$ cat src/rtl/dcfd_pkg.sv
// Purpose: shared constants and types for the disk channel function decoder
// Assumes: 125 MHz core clock
// Notes: function codes are eight-bit selectors written in octal
package dcfd_pkg;
   // ==========================================================
   // timing
   localparam int CLK_NS = 8;
   localparam int SAMPLE_NS = 8;
   localparam int WCLK_PERIOD_NS = 80;
   localparam int WCLK_HALF_CYC = (WCLK_PERIOD_NS / 2) / CLK_NS;
   localparam int RESP_DELAY_CYC = 16;
   // ==========================================================
   // parcel layout
   localparam logic [2:0] HDR_PREFIX = 3'h3;
   localparam int HDR_PREFIX_LSB = 13;
   localparam int NODE_LSB = 9;
   localparam int LONG_PARCELS = 2048;
   localparam int SHORT_PARCELS = 16;
   localparam logic [15:0] RESERVE_KEY = 16'h0554;
   // ==========================================================
   // four-bit drive command codes
   localparam logic [3:0] DC_RELEASE = 4'hf;
   localparam logic [3:0] DC_RELOPP = 4'he;
   localparam logic [3:0] DC_SELECT = 4'h1;
   localparam logic [3:0] DC_CLRFLT = 4'hc;
   localparam logic [3:0] DC_RESET = 4'hb;
   localparam logic [3:0] DC_RTZ = 4'hd;
   localparam logic [3:0] DC_SELSTS = 4'h7;
   localparam logic [3:0] DC_GENSTS = 4'h8;
   localparam logic [3:0] DC_DIAG = 4'h9;
   localparam logic [3:0] DC_CYL = 4'h5;
   localparam logic [3:0] DC_HEAD = 4'h4;
   localparam logic [3:0] DC_READ = 4'h2;
   localparam logic [3:0] DC_WRITE = 4'h3;
   localparam logic [3:0] DC_ECHO = 4'h0;

   typedef enum logic [5:0] {
      ST_IDLE = 6'h01,
      ST_CMD = 6'h02,
      ST_XFER = 6'h04,
      ST_WAIT = 6'h08,
      ST_DELAY = 6'h10,
      ST_ECHO = 6'h20
   } dcfd_state_e;

   typedef enum logic [2:0] {
      K_NONE = 3'h0,
      K_DRIVE = 3'h1,
      K_CTLSTS = 3'h2,
      K_BUFRD = 3'h3,
      K_BUFECHO = 3'h4
   } dcfd_kind_e;

   typedef struct packed {
      logic [15:0] p0;
      logic [15:0] p1;
      logic [15:0] p3;
   } dcfd_req_s;

   typedef struct packed {
      logic ready;
      logic done;
      logic error;
      logic [15:0] busIn;
   } dcfd_drv_s;
endpackage

$ cat src/rtl/dcfd_top.sv
// Purpose: channel function decoder and drive sequencer for a disk controller
// Assumes: drive inputs are asynchronous; read clock sampled every clk
// Notes: zero response is returned at function start, except buffer read (delayed) and controller status (drive status); callReady marks answer
// Contract
// RL1: falling edge is three highs then low
// RL2: sample read clock every 8 ns
// RL3: write clock 80 ns period, half duty
// RL4: selector is low eight function bits
// RL5: requester sends 011, node, pad, selector
// RL6: accept the listed octal function codes
// RL7: track variants only on second drive type
// RL8: full sector functions wait 2048 parcels
// RL9: short transfers finish after 16 parcels
// RL10: cylinder select waits for seek done
// RL11: return to zero waits for done
// RL12: select status forwards number, waits status
// RL13: general status waits for status word
// RL14: buffer echo mode until next call
// RL15: buffer read returns delayed zero parcels
// RL16: reservation functions wait for completion
// RL17: non-transfer functions: request then done
// RL18: zero response sent at function start
// RL19: controller status returns drive status
// RL20: done ends function, latches status
// RL21: unknown selector ignored, zero response
// RL22: four-sample history, one-cycle strobe
`timescale 1ns/10ps
module dcfd_top #(
   parameter logic [3:0] NODE_ADDR = 4'h0,
   parameter int LONG_COUNT = dcfd_pkg::LONG_PARCELS,
   parameter int SHORT_COUNT = dcfd_pkg::SHORT_PARCELS
) (
   input wire logic clk,
   input wire logic rst_n,
   input wire logic secondType,
   input wire logic reqValid,
   input wire dcfd_pkg::dcfd_req_s req,
   input wire logic callPulse,
   input wire logic readClk,
   input wire dcfd_pkg::dcfd_drv_s drv,
   output logic respValid_ff,
   output logic [15:0] resp0_ff,
   output logic [15:0] resp1_ff,
   output logic callReady_ff,
   output logic [15:0] callResp_ff,
   output logic busy_ff,
   output logic echoMode_ff,
   output logic writeClk_ff,
   output logic funcReady_ff,
   output logic [3:0] funcCode_ff,
   output logic [15:0] busOut_ff,
   output logic rdStrobe_ff,
   output logic [15:0] drvStatus_ff
);
   // ==========================================================
   // read clock sampling and edge detect
   logic [2:0] rcSync_ff;
   logic [3:0] rcHist_ff;
   dcfd_pkg::dcfd_drv_s drvS1_ff, drvS2_ff, drvS3_ff;
   logic rcFall;

   // RL2: sample every clk
   always_ff @(posedge clk) begin
      if (!rst_n) begin
         rcSync_ff <= 3'h0;
         drvS1_ff <= '0;
         drvS2_ff <= '0;
         drvS3_ff <= '0;
      end else begin
         rcSync_ff <= {rcSync_ff[1:0], readClk};
         drvS1_ff <= drv;
         drvS2_ff <= drvS1_ff;
         drvS3_ff <= drvS2_ff;
      end
   end

   // RL22: four-sample history
   always_ff @(posedge clk) begin
      if (!rst_n) begin
         rcHist_ff <= 4'h0;
      end else if (rcSync_ff[2] == rcSync_ff[1]) begin
         rcHist_ff <= {rcHist_ff[2:0], rcSync_ff[1]};
      end
   end

   // RL1: three highs then a low
   assign rcFall = (rcHist_ff[3:1] == 3'h7) && !rcHist_ff[0];

   // RL22: one-cycle capture strobe
   always_ff @(posedge clk) begin
      if (!rst_n) begin
         rdStrobe_ff <= 1'b0;
      end else begin
         rdStrobe_ff <= rcFall && !rdStrobe_ff;
      end
   end

   logic drvDone, drvData;
   // stable copies used only on the strobe
   assign drvDone = rdStrobe_ff && drvS3_ff.done;
   assign drvData = rdStrobe_ff && drvS3_ff.ready && !drvS3_ff.done;

   // ==========================================================
   // write clock divider
   logic [3:0] wDiv_ff;
   logic wRise;
   // RL3: 80 ns period, 50% duty
   always_ff @(posedge clk) begin
      if (!rst_n) begin
         wDiv_ff <= 4'h0;
         writeClk_ff <= 1'b0;
      end else if (wDiv_ff == 4'(dcfd_pkg::WCLK_HALF_CYC - 1)) begin
         wDiv_ff <= 4'h0;
         writeClk_ff <= !writeClk_ff;
      end else begin
         wDiv_ff <= wDiv_ff + 4'h1;
      end
   end
   assign wRise = (wDiv_ff == 4'(dcfd_pkg::WCLK_HALF_CYC - 1)) && !writeClk_ff;

   // ==========================================================
   // decode
   logic [7:0] sel;
   logic hdrOk;
   logic [3:0] decCode;
   dcfd_pkg::dcfd_kind_e decKind;
   logic [11:0] decCount;

   // RL4: low eight bits
   assign sel = req.p0[7:0];
   // RL5: header check
   assign hdrOk = (req.p0[dcfd_pkg::HDR_PREFIX_LSB +: 3] == dcfd_pkg::HDR_PREFIX)
      && (req.p0[dcfd_pkg::NODE_LSB +: 4] == NODE_ADDR);

   // RL6: supported codes
   always_comb begin
      decCode = dcfd_pkg::DC_ECHO;
      decKind = dcfd_pkg::K_DRIVE;
      decCount = 12'h0;
      // RL17: default has no transfer
      if (sel == 8'h00) begin
         decCode = dcfd_pkg::DC_RELEASE;
      end else if (sel == 8'h01) begin
         decCode = dcfd_pkg::DC_RELOPP;
      end else if (sel[7:3] == 5'h01) begin
         decCode = dcfd_pkg::DC_SELECT;
      end else if (sel == 8'h10) begin
         decCode = dcfd_pkg::DC_CLRFLT;
      end else if (sel == 8'h11) begin
         decCode = dcfd_pkg::DC_RESET;
      end else if (sel[7:3] == 5'h03) begin
         decCode = dcfd_pkg::DC_RTZ;
      end else if (sel[7:3] == 5'h04) begin
         decCode = dcfd_pkg::DC_SELSTS;
      end else if (sel[7:3] == 5'h05) begin
         decCode = dcfd_pkg::DC_GENSTS;
      end else if (sel[7:3] == 5'h06) begin
         decKind = dcfd_pkg::K_CTLSTS;
      end else if (sel[7:3] == 5'h07) begin
         decCode = dcfd_pkg::DC_DIAG;
      end else if (sel == 8'h40) begin
         decCode = dcfd_pkg::DC_CYL;
      end else if (sel == 8'h41) begin
         decCode = dcfd_pkg::DC_HEAD;
      end else if (sel == 8'h80 || sel == 8'h82 || sel == 8'hc0 || sel == 8'hc4) begin
         // RL8: full sector
         decCode = sel[6] ? dcfd_pkg::DC_WRITE : dcfd_pkg::DC_READ;
         decCount = 12'(LONG_COUNT - 1);
      end else if ((sel >= 8'h81 && sel <= 8'h85) || (sel >= 8'hc1 && sel <= 8'hc3)) begin
         // RL9: short transfers
         decCode = sel[6] ? dcfd_pkg::DC_WRITE : dcfd_pkg::DC_READ;
         decCount = 12'(SHORT_COUNT - 1);
      end else if (secondType && (sel == 8'h86 || sel == 8'hc6)) begin
         // RL7: track header, second type
         decCode = sel[6] ? dcfd_pkg::DC_WRITE : dcfd_pkg::DC_READ;
         decCount = 12'(SHORT_COUNT - 1);
      end else if (secondType && (sel == 8'h88 || sel == 8'h8a
            || sel == 8'hc8 || sel == 8'hcc)) begin
         // RL7: track variants, second type
         decCode = sel[6] ? dcfd_pkg::DC_WRITE : dcfd_pkg::DC_READ;
         decCount = 12'(LONG_COUNT - 1);
      end else if (sel[7:3] == 5'h15) begin
         decKind = dcfd_pkg::K_BUFRD;
      end else if (sel[7:3] == 5'h1e) begin
         decKind = dcfd_pkg::K_BUFECHO;
      end else if (sel[7:3] == 5'h1f) begin
         decCode = dcfd_pkg::DC_ECHO;
      end else begin
         // RL21: unknown selector
         decKind = dcfd_pkg::K_NONE;
      end
   end

   // ==========================================================
   // sequencer
   dcfd_pkg::dcfd_state_e state_ff;
   logic [11:0] xferCnt_ff;
   logic [7:0] dlyCnt_ff;
   logic start;
   assign start = reqValid && hdrOk && (state_ff == dcfd_pkg::ST_IDLE);

   always_ff @(posedge clk) begin
      if (!rst_n) begin
         state_ff <= dcfd_pkg::ST_IDLE;
         xferCnt_ff <= 12'h0;
         dlyCnt_ff <= 8'h0;
         funcReady_ff <= 1'b0;
         funcCode_ff <= 4'h0;
         busOut_ff <= 16'h0;
         echoMode_ff <= 1'b0;
         callReady_ff <= 1'b0;
         callResp_ff <= 16'h0;
      end else begin
         if (wRise) begin
            funcReady_ff <= 1'b0;
         end
         // RL14: call pulse clears echo mode
         if (callPulse) begin
            echoMode_ff <= 1'b0;
            callReady_ff <= 1'b0;
         end
         case (state_ff)
            dcfd_pkg::ST_IDLE: begin
               if (start) begin
                  if (decKind == dcfd_pkg::K_DRIVE) begin
                     callResp_ff <= req.p1;
                     funcCode_ff <= decCode;
                     // RL10: parcel three forwarded
                     // RL12: status number forwarded
                     // RL16: reservation key in parcel three
                     busOut_ff <= req.p3;
                     xferCnt_ff <= decCount;
                     state_ff <= dcfd_pkg::ST_CMD;
                  end else if (decKind == dcfd_pkg::K_BUFRD) begin
                     dlyCnt_ff <= 8'(dcfd_pkg::RESP_DELAY_CYC - 1);
                     state_ff <= dcfd_pkg::ST_DELAY;
                  end else if (decKind == dcfd_pkg::K_BUFECHO) begin
                     busOut_ff <= req.p3;
                     echoMode_ff <= 1'b1;
                  end
               end
            end
            dcfd_pkg::ST_CMD: begin
               if (wRise) begin
                  funcReady_ff <= 1'b1;
                  state_ff <= (funcCode_ff == dcfd_pkg::DC_READ
                     || funcCode_ff == dcfd_pkg::DC_WRITE)
                     ? dcfd_pkg::ST_XFER : dcfd_pkg::ST_WAIT;
               end
            end
            dcfd_pkg::ST_XFER: begin
               // RL8: count parcels
               // RL9: count parcels
               if (drvDone) begin
                  state_ff <= dcfd_pkg::ST_IDLE;
                  callReady_ff <= 1'b1;
               end else if (drvData) begin
                  if (xferCnt_ff == 12'h0) begin
                     state_ff <= dcfd_pkg::ST_WAIT;
                  end else begin
                     xferCnt_ff <= xferCnt_ff - 12'h1;
                  end
               end
            end
            dcfd_pkg::ST_WAIT: begin
               // RL11: wait for done
               // RL13: wait for status done
               // RL20: done ends function
               if (drvDone) begin
                  state_ff <= dcfd_pkg::ST_IDLE;
                  callReady_ff <= 1'b1;
               end
            end
            dcfd_pkg::ST_DELAY: begin
               if (dlyCnt_ff == 8'h0) begin
                  state_ff <= dcfd_pkg::ST_IDLE;
               end else begin
                  dlyCnt_ff <= dlyCnt_ff - 8'h1;
               end
            end
            default: begin
               state_ff <= dcfd_pkg::ST_IDLE;
            end
         endcase
      end
   end

   // ==========================================================
   // response parcels and status holding
   always_ff @(posedge clk) begin
      if (!rst_n) begin
         respValid_ff <= 1'b0;
         resp0_ff <= 16'h0;
         resp1_ff <= 16'h0;
      end else begin
         respValid_ff <= 1'b0;
         if (start && decKind == dcfd_pkg::K_CTLSTS) begin
            // RL19: drive status in parcel zero
            respValid_ff <= 1'b1;
            resp0_ff <= drvStatus_ff;
            resp1_ff <= 16'h0;
         end else if (start && decKind != dcfd_pkg::K_BUFRD) begin
            // RL18: immediate zero response
            respValid_ff <= 1'b1;
            resp0_ff <= 16'h0;
            resp1_ff <= 16'h0;
         end else if (state_ff == dcfd_pkg::ST_DELAY && dlyCnt_ff == 8'h0) begin
            // RL15: delayed zero parcels
            respValid_ff <= 1'b1;
            resp0_ff <= 16'h0;
            resp1_ff <= 16'h0;
         end
      end
   end

   always_ff @(posedge clk) begin
      if (!rst_n) begin
         drvStatus_ff <= 16'h0;
      end else if (drvDone && (state_ff == dcfd_pkg::ST_WAIT
            || state_ff == dcfd_pkg::ST_XFER)) begin
         // RL20: latch bus-in
         drvStatus_ff <= drvS3_ff.busIn;
      end else if (start && decKind == dcfd_pkg::K_CTLSTS) begin
         drvStatus_ff <= 16'h0;
      end
   end

   always_ff @(posedge clk) begin
      if (!rst_n) begin
         busy_ff <= 1'b0;
      end else begin
         busy_ff <= (state_ff != dcfd_pkg::ST_IDLE) || start;
      end
   end
endmodule

$ cat config.mk
export PLATFORM = sky130hd
export DESIGN_NAME = dcfd_top
export DESIGN_NICKNAME = d
export VERILOG_FILES = /design/src/rtl/dcfd_pkg.sv /design/src/rtl/dcfd_top.sv
export SDC_FILE = /design/constraint.sdc
export NUM_CORES = 1
export LEC_CHECK = 0
export ABC_AREA = 1
export BUFFER_PORTS_ARGS = -buffer_cell sky130_fd_sc_hd__buf_2
export CAP_MARGIN = 25
export CORE_MARGIN = 2
export CORE_UTILIZATION = 53
export CTS_CLUSTER_SIZE = 24
export DETAILED_ROUTE_END_ITERATION = 10
export GPL_TIMING_DRIVEN = 0
export PLACE_DENSITY = 0.79
export SLEW_MARGIN = 20
export SYNTH_ARGS = -nofsm -noshare
export SYNTH_HDL_FRONTEND = slang
export SYNTH_SLANG_ARGS = --single-unit
$ cat constraint.sdc
create_clock -name clk -period 2.3 [get_ports clk]
set_input_delay 0.23 -clock clk [delete_from_list [all_inputs] [get_ports clk]]
set_output_delay 0.23 -clock clk [all_outputs]
set_load 0.05 [all_outputs]
==> flow_metrics.py <==
metrics = {
    "placed_design": {
        "place_area_um2": 7830,
        "dp.final_hpwl_um": 11000,
        "gp_congestion": 0.888,
        "place_inst": 1250,
        "numPortBuffers": 144,
    },
    "synthesis": {
        "synthTopCellsByCount": "nand2_1, dfxtp_1, inv_1, nor2_1, a21oi_1",
        "syn_avg_cell_area_um2": 7.44,
        "yosys.area.top_type": "dfxtp_1",
        "synth_edf_count": 0,
        "ys_ff_latch": 165,
        "ys_types": 42,
        "yosys_warnings": 0,
        "synthesis.area_um2": 6830,
        "synth.area.top_cells": "dfxtp_1, nand2_1, inv_1, nor2_1, a21oi_1",
        "syn_inst": 919,
        "synth.most_common_cell": "nand2_1",
        "synth_flop_cell": "dfxtp_1",
        "ys_seq_area_share_pct": 48.3,
        "synth.top_cell.area_share_pct": 48.3,
        "async_flop_share_pct": 0,
    },
    "floorplanning": {
        "die_h_um": 118,
        "core_um2": 12600,
        "dieArea_um2": 13800,
        "rows": 41,
        "ios": 164,
        "die_x_um": 118,
        "start_util_pct": 54.1,
    },
    "hold_path": {
        "min_to": "busOut_ff[5]",
        "min_from": "req[5]",
        "hold_depth": 3,
        "hp-class": "primary input to register",
    },
    "layout": {
        "final_cells": 1300,
        "finalInstanceArea_um2": 8620,
        "final_layout_size_suffix_gt1_share_pct": 22.3,
        "multiInputGateArea_um2": 2830,
        "fin_nets": 1193,
        "num-fill-cells": 1122,
        "syn_to_final_growth_pct": 26.1,
        "num_antenna_cells": 0,
        "seq_area_um2": 3300,
    },
    "sta": {
        "final-setup-viol-count": 0,
        "setup_tns_ns": 0,
        "relSlewSlack_pct": 52.1,
        "hold_ws_ns": 0.0460,
        "tightest_slew_ns": 0.719,
        "rsz0062_at_grt": "false",
        "period_share_pct": 91.6,
        "fin_skew_ns": 0.00672,
        "maxSlewViolCount": 0,
        "fin_crit_ns": 2.11,
        "hold_viol_final": 0,
        "fmax_ghz": 0.475,
    },
    "pwr": {
        "ir_drop_mv": 0.543,
        "seqPwrFrac_pct": 43.0,
        "combPwrFrac_pct": 16.6,
        "p_leak_nw": 4.40,
        "powerDensity_nw_per_um2": 815,
        "p_int_w": 0.00504,
        "power_switching_w": 0.00199,
        "switching_share_pct": 28.3,
        "p_clk_share_pct": 40.4,
    },
    "detailed_routing": {
        "ant_nets": 0,
        "wl_per_cell_um": 11.8,
        "vias_per_cell": 4.72,
        "drt_pass1_iterations": 7,
        "vias": 6138,
        "wl_um": 15300,
        "drt_iter0_markers": 437,
        "drc": 0,
    },
    "worst_setup_path": {
        "r2r_slack_ns": 0.19,
        "crit_slowest_cell": "clkbuf_1",
        "crit_arrival_ns": 2.42,
        "worst_path_most_repeated_cell": "nor2_1",
        "end_kind": "register",
        "max_stage_delay_ns": 0.39,
        "critPathLaunchType": "register",
        "reg2reg_to": "xferCnt_ff[10]",
        "crit_chain": "nor2_1, nand4_2, inv_1, clkbuf_1, nor2_1, inv_1, o21ai_0, nor2_1, nor2_1",
        "path_max_fanout": 10,
        "worstReg2RegStart": "state_ff[0]",
        "r2r_cells": 9,
        "cp.required_ns": 2.61,
        "crit_type": "register to register",
    },
    "run_status": {
        "outcome": "complete, no violations",
    },
    "global_route": {
        "grt_remaining_overflow": 0,
        "grt_pass1_vias": 5583,
        "grtUsageTotal_pct": 22.5,
        "grt_max_degree": 17,
        "grt_pass1_wl_um": 25500,
        "antenna_found_initial": 0,
    },
    "cts": {
        "cts_tree": "yes",
        "numCtsBuffers": 17,
        "clk_latency_ns": 0.42,
        "clockBufferDepth": 2,
        "cts_sinks": 165,
        "ctsHtreeMaxLevel": 4,
        "clock-root-buffer": "clkbuf_16",
        "clk_pin_slew_ns": 0.06,
        "post_cts_buffers": 0,
    },
    "flow_run": {
        "cap_violations": 0,
    },
}
## worst max path at each step
stage | end | from
after floorplan | xferCnt_ff[11] | rdStrobe_ff
after global placement | busOut_ff[14] | req[32]
after detailed placement | xferCnt_ff[10] | xferCnt_ff[0]
after CTS | xferCnt_ff[10] | xferCnt_ff[0]
after global routing | state_ff[2] | state_ff[0]
final | xferCnt_ff[10] | state_ff[0]
## power groups by stage
stage / logic, W / clock network, W / registers (W)
global placement: 0.00108 / 0 / 0.00308
global route: 0.00131 / 0.00301 / 0.00303
CTS: 0.00113 / 0.00288 / 0.00302
floorplan: 0.000832 / 0 / 0.00310
detailed placement: 0.00109 / 0 / 0.00308
finish: 0.00116 / 0.00284 / 0.00302
## layout by cell type (no fill, tap or decap), types with 17 or more instances in the layout
master           n
o21ai_0         33
nand2_1        207
a21oi_1         63
clkbuf_16       17
inv_1          121
buf_2          148
dfxtp_1        165
buf_4           20
clkbuf_1        19
dlygate4sd3_1   19
nand3_1         35
nor2_1         121
## flip-flops by register name (all words and copies together), names as in the netlist, 4 cells and up, named ones only
signal / flops
drvS2_ff: 18
state_ff: 5
busOut_ff: 16
dlyCnt_ff: 8
xferCnt_ff: 12
drvS3_ff: 18
drvStatus_ff: 16
funcCode_ff: 4
wDiv_ff: 4
drvS1_ff: 18
resp0_ff: 16
rcHist_ff: 4
callResp_ff: 16
## per-stage QoR
stage | util, % | total power, W | setup slack (ns)
after global placement | 62.0 | 0.00416 | 0.153
after global routing | 68.3 | 0.00736 | 0.0179
final | 68.3 | 0.00703 | 0.193
after CTS | 68.2 | 0.00703 | 0.109
after floorplan | - | 0.00393 | 0.534
after detailed placement | 62.0 | 0.00417 | 0.163
## logic make-up after synthesis
family                     share of synthesized area (%)
other                                             0.0549
DFF                                                 48.3
AOI/OAI and AO/OA                                   9.45
and+or+nand+nor                                     28.9
buffers and inverters                               11.1
xor gates and xnor gates                            1.41
adders and majority gates                          0.732
## routing by layer
metal	share of wire (%)	global-route usage, %
met1	44	27.7
met3	4.5	5.14
met5	0	0
met2	49	38.0
met4	2.6	9.41
## critical path, delay by kind of cell, from the launching register on
family	cells	cell delay, ns
buf+inv	3	0.78
simple gates	5	0.73
flops	1	0.35
compound gates	1	0.14
## what timing repair did
item | 4_1_cts | 5_1_grt
setup endpoints to repair | 0 | 7
hold buffers | 19 | 0
endpoints found under the hold margin | 19 | 0
gates resized for setup | 0 | 2
## cell type report
type,instances,share of cell area [%]
Timing Repair Buffer,163,10.6
Sequential cell,165,38.3
Tap cell,172,2.50
Inverter,127,5.53
Multi-Input combinational cell,594,32.9
Buffer,48,3.28
Clock inverter,12,1.67
Clock buffer,19,5.25
Note: power is estimated with default switching activity, not from simulation.
